[src/rtl/lock_guard_regs.vh]
// Purpose: Constants for the flash lock-region guard
// Assumes: Word-indexed register port, 100 MHz sys_clk
// Notes:   Offsets are register indices on the plain port
`ifndef LOCK_GUARD_REGS_VH
`define LOCK_GUARD_REGS_VH

`define OFS_MODE            4'h0
`define OFS_CMD             4'h1
`define OFS_STATUS          4'h2
`define OFS_LOCKS           4'h3

`define MODE_LOCK_ERROR_FLAG_IE_BIT   0
`define MODE_WS_LSB         8
`define MODE_WS_MSB         9
`define MODE_RESET          32'h00000000

`define CMD_CODE_LSB        0
`define CMD_CODE_MSB        3
`define CMD_PAGE_LSB        8
`define CMD_PAGE_MSB        17
`define CMD_KEY_LSB         24
`define CMD_KEY_MSB         31
`define CMD_KEY             8'h5A

`define CODE_PROGRAM        4'h1
`define CODE_SET_LOCK       4'h2
`define CODE_CLEAR_LOCK     4'h4
`define CODE_ERASE_ALL      4'h8

`define STAT_READY_BIT      0
`define STAT_LOCK_ERROR_FLAG_BIT      2
`define STAT_PROGE_BIT      3

`define OP_CYCLES           8'h10
`define LOCKS_RESET         16'h0000

`endif

[src/rtl/read_wait_gen.v]
// Purpose: Flash read wait-state sequencer
// Assumes: Read request is a one-cycle pulse
// Notes:   Ack follows request by wait_states plus one cycle
`timescale 1ns/1ps

module read_wait_gen
(
	input  wire       sys_clk,
	input  wire       reset_n,
	input  wire [1:0] wait_states,
	input  wire       rd_req,
	output wire       rd_ack,
	output wire       busy
);

	reg  [1:0] count_q;
	reg        active_q;

	always @(posedge sys_clk)
	begin
		if (!reset_n)
		begin
			count_q  <= 2'h0;
			active_q <= 1'b0;
		end
		else if (rd_req && !active_q)
		begin
			count_q  <= wait_states;
			active_q <= 1'b1;
		end
		else if (active_q)
		begin
			if (count_q == 2'h0)
				active_q <= 1'b0;
			else
				count_q <= count_q - 2'h1;
		end
	end

	assign rd_ack = active_q && (count_q == 2'h0);
	assign busy   = active_q;

endmodule

[src/rtl/flash_lock_region_guard.v]
// Purpose: Lock-region guard of the flash control unit
// Assumes: Core issues keyed single-write commands; erase pin synchronous
// Notes:   Flash array itself sits outside; this block gates its strobes
//
// The register offsets and the strobed register port were chosen for this implementation.
`timescale 1ns/1ps
`include "lock_guard_regs.vh"

module flash_lock_region_guard
#(
	parameter REGIONS      = 16,
	parameter PAGES        = 1024,
	parameter PAGE_BITS    = 10,
	parameter REGION_SHIFT = 6
)
(
	input  wire                 sys_clk,
	input  wire                 reset_n,
	input  wire [3:0]           reg_addr,
	input  wire [31:0]          reg_wdata,
	input  wire                 reg_wr,
	input  wire                 reg_rd,
	output reg  [31:0]          reg_rdata,
	input  wire                 erase_pin,
	input  wire                 flash_rd_req,
	output wire                 flash_rd_ack,
	output reg                  flash_prog_stb,
	output reg                  flash_erase_all_stb,
	output reg  [PAGE_BITS-1:0] flash_page,
	output reg                  nv_lock_wr_stb,
	output reg  [REGIONS-1:0]   nv_lock_wdata,
	output wire                 irq
);

	localparam ST_IDLE = 2'h0;
	localparam ST_BUSY = 2'h1;

	reg  [1:0]           state_q;
	reg  [7:0]           op_cnt_q;
	reg  [REGIONS-1:0]   lock_q;
	reg                  lock_error_flag_ie_q;
	reg  [1:0]           ws_q;
	reg                  lock_error_flag_q;
	reg                  proge_q;
	reg                  lock_error_flag_set;
	reg                  proge_set;
	reg                  start_op;
	reg  [REGIONS-1:0]   lock_d;

	wire [3:0]           cmd_code = reg_wdata[`CMD_CODE_MSB:`CMD_CODE_LSB];
	wire [PAGE_BITS-1:0] cmd_page = reg_wdata[`CMD_PAGE_LSB+PAGE_BITS-1:`CMD_PAGE_LSB];
	wire [7:0]           cmd_key  = reg_wdata[`CMD_KEY_MSB:`CMD_KEY_LSB];
	wire                 cmd_wr   = reg_wr && (reg_addr == `OFS_CMD);
	wire                 ready    = (state_q == ST_IDLE);

	// Region index from page number
	function [3:0] region_of;
		input [PAGE_BITS-1:0] page;
		begin
			region_of = page[PAGE_BITS-1:REGION_SHIFT];
		end
	endfunction

	wire [3:0] cmd_region = region_of(cmd_page);
	wire       region_locked = lock_q[cmd_region];

	// Command decode, all from one write
	always @*
	begin
		lock_error_flag_set = 1'b0;
		proge_set = 1'b0;
		start_op  = 1'b0;
		lock_d    = lock_q;
		if (erase_pin)
			lock_d = {REGIONS{1'b0}};
		else if (cmd_wr && ready)
		begin
			if (cmd_key != `CMD_KEY)
				proge_set = 1'b1;
			else if (cmd_code == `CODE_PROGRAM)
			begin
				if (region_locked)
					lock_error_flag_set = 1'b1;
				else
					start_op = 1'b1;
			end
			else if (cmd_code == `CODE_ERASE_ALL)
			begin
				if (|lock_q)
					lock_error_flag_set = 1'b1;
				else
					start_op = 1'b1;
			end
			else if (cmd_code == `CODE_SET_LOCK)
			begin
				lock_d[cmd_region] = 1'b1;
				start_op = 1'b1;
			end
			else if (cmd_code == `CODE_CLEAR_LOCK)
			begin
				lock_d[cmd_region] = 1'b0;
				start_op = 1'b1;
			end
			else
				proge_set = 1'b1;
		end
	end

	// Sequencer and lock image
	always @(posedge sys_clk)
	begin
		if (!reset_n)
		begin
			state_q             <= ST_IDLE;
			op_cnt_q            <= 8'h00;
			lock_q              <= `LOCKS_RESET;
			flash_prog_stb      <= 1'b0;
			flash_erase_all_stb <= 1'b0;
			flash_page          <= {PAGE_BITS{1'b0}};
			nv_lock_wr_stb      <= 1'b0;
			nv_lock_wdata       <= {REGIONS{1'b0}};
		end
		else
		begin
			lock_q              <= lock_d;
			nv_lock_wr_stb      <= (lock_d != lock_q);
			nv_lock_wdata       <= lock_d;
			flash_prog_stb      <= start_op && (cmd_code == `CODE_PROGRAM) && !erase_pin;
			flash_erase_all_stb <= erase_pin || (start_op && (cmd_code == `CODE_ERASE_ALL));
			if (start_op)
				flash_page <= cmd_page;
			case (state_q)
				ST_IDLE:
				begin
					if (start_op)
					begin
						state_q  <= ST_BUSY;
						op_cnt_q <= `OP_CYCLES;
					end
				end
				ST_BUSY:
				begin
					if (op_cnt_q == 8'h00)
						state_q <= ST_IDLE;
					else
						op_cnt_q <= op_cnt_q - 8'h01;
				end
				default:
					state_q <= ST_IDLE;
			endcase
		end
	end

	// Mode register and sticky flags; set wins, read of status clears
	wire stat_rd = reg_rd && (reg_addr == `OFS_STATUS);

	always @(posedge sys_clk)
	begin
		if (!reset_n)
		begin
			lock_error_flag_ie_q <= 1'b0;
			ws_q       <= 2'h0;
			lock_error_flag_q    <= 1'b0;
			proge_q    <= 1'b0;
		end
		else
		begin
			if (reg_wr && (reg_addr == `OFS_MODE))
			begin
				lock_error_flag_ie_q <= reg_wdata[`MODE_LOCK_ERROR_FLAG_IE_BIT];
				ws_q       <= reg_wdata[`MODE_WS_MSB:`MODE_WS_LSB];
			end
			if (lock_error_flag_set)
				lock_error_flag_q <= 1'b1;
			else if (stat_rd)
				lock_error_flag_q <= 1'b0;
			if (proge_set)
				proge_q <= 1'b1;
			else if (stat_rd)
				proge_q <= 1'b0;
		end
	end

	assign irq = lock_error_flag_q && lock_error_flag_ie_q;

	// Register read port, data one cycle after strobe
	always @(posedge sys_clk)
	begin
		if (!reset_n)
			reg_rdata <= 32'h00000000;
		else if (reg_rd)
		begin
			if (reg_addr == `OFS_MODE)
				reg_rdata <= {22'h000000, ws_q, 7'h00, lock_error_flag_ie_q};
			else if (reg_addr == `OFS_STATUS)
				reg_rdata <= {28'h0000000, proge_q, lock_error_flag_q, 1'b0, ready};
			else if (reg_addr == `OFS_LOCKS)
				reg_rdata <= {{(32-REGIONS){1'b0}}, lock_q};
			else
				reg_rdata <= 32'h00000000;
		end
		else
			reg_rdata <= 32'h00000000;
	end

	read_wait_gen u_wait
	(
		.sys_clk     (sys_clk),
		.reset_n     (reset_n),
		.wait_states (ws_q),
		.rd_req      (flash_rd_req),
		.rd_ack      (flash_rd_ack),
		.busy        ()
	);

endmodule

[config.mk]
export PLATFORM = sky130hd
export DESIGN_NAME = flash_lock_region_guard
export DESIGN_NICKNAME = d
export VERILOG_FILES = /design/src/rtl/read_wait_gen.v /design/src/rtl/flash_lock_region_guard.v
export VERILOG_INCLUDE_DIRS = /design/src /design/src/rtl
export SDC_FILE = /design/constraint.sdc
export NUM_CORES = 1
export LEC_CHECK = 0
export ABC_AREA = 1
export ABC_CLOCK_PERIOD_IN_PS = 2600
export BUFFER_PORTS_ARGS = -buffer_cell sky130_fd_sc_hd__buf_4
export CORE_AREA = 4 4 86 88
export CTS_BUF_LIST = sky130_fd_sc_hd__clkbuf_2 sky130_fd_sc_hd__clkbuf_4 sky130_fd_sc_hd__clkbuf_8
export DETAILED_ROUTE_END_ITERATION = 10
export DIE_AREA = 0 0 90 92
export PLACE_DENSITY = 0.81
export SLEW_MARGIN = 40
export SYNTH_ARGS = -nofsm -noshare
export SYNTH_HDL_FRONTEND = slang
export SYNTH_HIERARCHICAL = 1
export SYNTH_SLANG_ARGS = --single-unit
[constraint.sdc]
create_clock -name sys_clk -period 2.6 [get_ports sys_clk]
set_clock_uncertainty 0.2 [all_clocks]
set_input_delay 0.13 -clock sys_clk [delete_from_list [all_inputs] [get_ports sys_clk]]
set_output_delay 0.13 -clock sys_clk [all_outputs]
set_load 0.02 [all_outputs]
==> summary.txt <==
Synthesis
  – Synth cell count leaders: nand2_1, nor2_1, inv_1
  – Mapped Avg Cell Area: between 6 and 7 um2
  – Cell taking the most area after synthesis: dfxtp_1
  – Ys async rst share: 0%
  – Post-synth EDFFs: 0
  – Distinct cells, synth: 35
  – Cell Area, Synth: approximately 3500 um2
  – Flops & latches, synth: between 60 and 70
  – Synth Flop Type: dfxtp_1
  – Yosys warns: 6
  – Synthesized netlist cell count: between 500 and 600
  – Seq/Total Area, Yosys: between 30% and 40%
  – Share of the synthesized area in the top cell type: between 30% and 40%
  – Most common cell in the synthesized netlist: nand2_1
  – Synth top area cells: dfxtp_1, nand2_1, nor2_1

Timing
  – PnR worst setup slack: between 0.15 and 0.2 ns
  – Max-slew violation count: 0
  – TNS Setup: 0 ns
  – Final setup fails: 0
  – Clock period minus worst slack: between 2 and 2.5 ns
  – Hold Worst Slack: approximately 0.020 ns
  – RSZ-0062 raised after global routing: false
  – Slew at the pin closest to its max-slew limit: 0.577 ns
  – Peak Freq: 0.411 GHz
  – Rel. slew slack: 61.3%
  – Hold violation count in the final report: 0
  – Post-route clock period utilization: a little over nine tenths

Global route
  – Tot GR Track Use: between 20% and 30%
  – Largest net degree at the start of global routing: 29
  – Met2 global-route usage: between 40% and 50%
  – Routing usage on met3: a little over 5%
  – Initial antenna violation count: 0
  – First-pass GRT wire length: 17,800 um
  – Vias in the first global route: 3,715
  – GRT overflow: 0
  – GR peak layer: met2
  – Global Route met1 Usage: between 30% and 40%

Power
  – Comb power frac: around a tenth
  – Sequential power share: between 40% and 50%
  – Net Sw Power: between 0.5 and 0.6 mW
  – Power Dens Cells: 454 nW/um2
  – Clk pwr share: between 40% and 50%
  – Switch share: 25.9%
  – P_leak: about 2.2 nW
  – Total internal power: about 1.5 mW
  – Power consumption: between 2 and 2.5 mW
  – Maximum vdd ir drop: 0.321 mV

Placement
  – Final RePlAce weighted congestion: 1.03
  – Placement-stage cell area: between 4000 and 5000 um2
  – Final HPWL DP: about 7700 um
  – Pre-CTS setup slack: approximately 0.24 ns
  – Dpl cells: 700
  – Quantity of I/O buffers inserted on ports: 78

Final layout
  – Antenna Diode Count: 0
  – Final #Nets: 698
  – Area grow syn2layout: 30.6%
  – Final Util: between 60% and 70%
  – Share of post-route cells with drive strength above 1: 19.5%
  – Final instance area: 4550 um2
  – Fin cells: between 700 and 800

Floorplanning
  – Core Region: 6640 um2
  – Die ar.: between 8000 and 9000 um2
  – Initial core utilization: a little over half
  – # rows: 30
  – I/O pins: 105
  – Die width: 90 um
  – Die Y: between 90 and 100 um

Setup path
  – Crit. End Element: flop
  – Crit path kind: in -> reg
  – CP Data Required Time: roughly 2.6 ns
  – Critical Path Fanout Max: 5
  – Worst path max stage delay: around 0.56 ns
  – Setup crit start kind: primary input
  – R2r setup slk: around 0.30 ns
  – Arrival time of the worst setup path: roughly 2.5 ns
  – Slowest cell on crit path: dlygate4sd3_1
  – Critical path cell sequence: dlygate4sd3_1 > buf_4 > inv_1 > nor2_4 > inv_1 > o22ai_1 > o21bai_1 > nand4_1 > nand2_2 > nand2_1 > nand3_1 > a21oi_1 > dlygate4sd3_1

Clock network
  – Htree depth: 3
  – Clock Path Buffers: 2
  – CTS root buffer: clkbuf_8
  – Clk sinks: slightly above 60
  – Clock Latency Late Sink: between 0.3 and 0.4 ns
  – Clk pin slew, worst setup/hold paths: 0.07 ns
  – CTS tree: done
  – CTS buffer count: 9

Outcome
  – Status: finished clean

Route
  – Drt total wl: around 11,000 um
  – Routed Antenna Nets: 0
  – Initial DRC Count: approximately 140
  – DR pass1 iterations: 5
  – Vias/cell: about 5.2
  – DRC: 0
  – WL per Instance: approximately 14 um
  – Via count: 3,845

Run
  – Maxcap violations: 0

Hold path
  – Hold WC Path Type: in -> reg
-- cells in the final DEF (no fill, tap or decap), types with 6 or more instances in the layout --
cell,netlist,layout
dfxtp_1,62,62
inv_1,65,65
nand2_1,155,155
o22ai_1,8,8
conb_1,1,16
nor2_2,8,9
dlygate4sd3_1,0,22
clkbuf_8,0,11
nand3_1,44,44
a21oi_1,26,26
nand2_2,6,6
buf_4,17,86
nor2_1,78,77
o21ai_0,14,14
nand4_1,17,17
-- worst paths after layout --
check / start / to / cells past startpoint
worst max-delay path: reg_wdata[15] / lock_error_flag_q$_SDFFE_PN0P_ / 13
worst min-delay path: reg_addr[1] / reg_rdata[2]$_SDFF_PP0_ / 5
worst max register to register: state_q[0]$_SDFFE_PN0P_ / nv_lock_wr_stb$_SDFF_PN0_ / 14
worst min register to register: flash_page[6]$_SDFFE_PN0P_ / flash_page[6]$_SDFFE_PN0P_ / 2
-- layout make-up --
class | instances | area [um2]
fillers | 580 | 2090
multi-input cells | 402 | 1870
flip-flops and latches | 62 | 1240
repair buffers | 108 | 866
inverters | 70 | 263
clock buffers | 11 | 151
well taps | 80 | 100
clock inverters | 5 | 57.6
-- routing by layer --
metal  share of wire [%]  routed length [um]
met5                   0                   0
met4                 2.4                 248
met3                 6.3                 661
met2                  48                5050
met1                  43                4580
-- critical path: cells and delay by family --
kind | cells | cell delay (ns)
AO/OA/AOI/OAI | 3 | 0.31
AND/OR/NAND/NOR | 5 | 0.45
buffers and inverters | 5 | 1.56
-- state kept, by name, indices dropped and copies added, names as in the netlist --
name	flops
lock_error_flag_q	1
op_cnt_q	8
lock_q	16
nv_lock_wr_stb	1
flash_erase_all_stb	1
u_wait/busy	1
ws_q	2
flash_prog_stb	1
u_wait/count_q	2
proge_q	1
reg_rdata	16
state_q	1
flash_page	10
lock_error_flag_ie_q	1
-- power groups by stage --
stage	Clock [mW]	Sequential [mW]	Combinational [mW]
after floorplan	0	0.982	0.126
after global placement	0	0.981	0.183
after detailed placement	0	0.982	0.188
after CTS	0.908	0.959	0.211
after global routing	0.954	0.960	0.239
final	0.893	0.960	0.216
-- kinds of logic after synthesis --
group | after synthesis | share of synthesized area (%)
xor gates and xnor gates | 6 | 1.51
DFF | 62 | 35.6
other | 1 | 0.108
AOI/OAI and AO/OA | 59 | 9.58
buffers and inverters | 98 | 12.7
adders and majority gates | 3 | 1.08
and+or+nand+nor | 318 | 39.4
-- what timing repair did --
item / CTS / global route
endpoints found under the setup margin: 0 / 4
setup buffers: 0 / 0
gates resized for setup: 0 / 2
endpoints found under the hold margin: 27 / 0
hold buffers: 22 / 0
No activity file was read; power rests on OpenSTA's default activity.
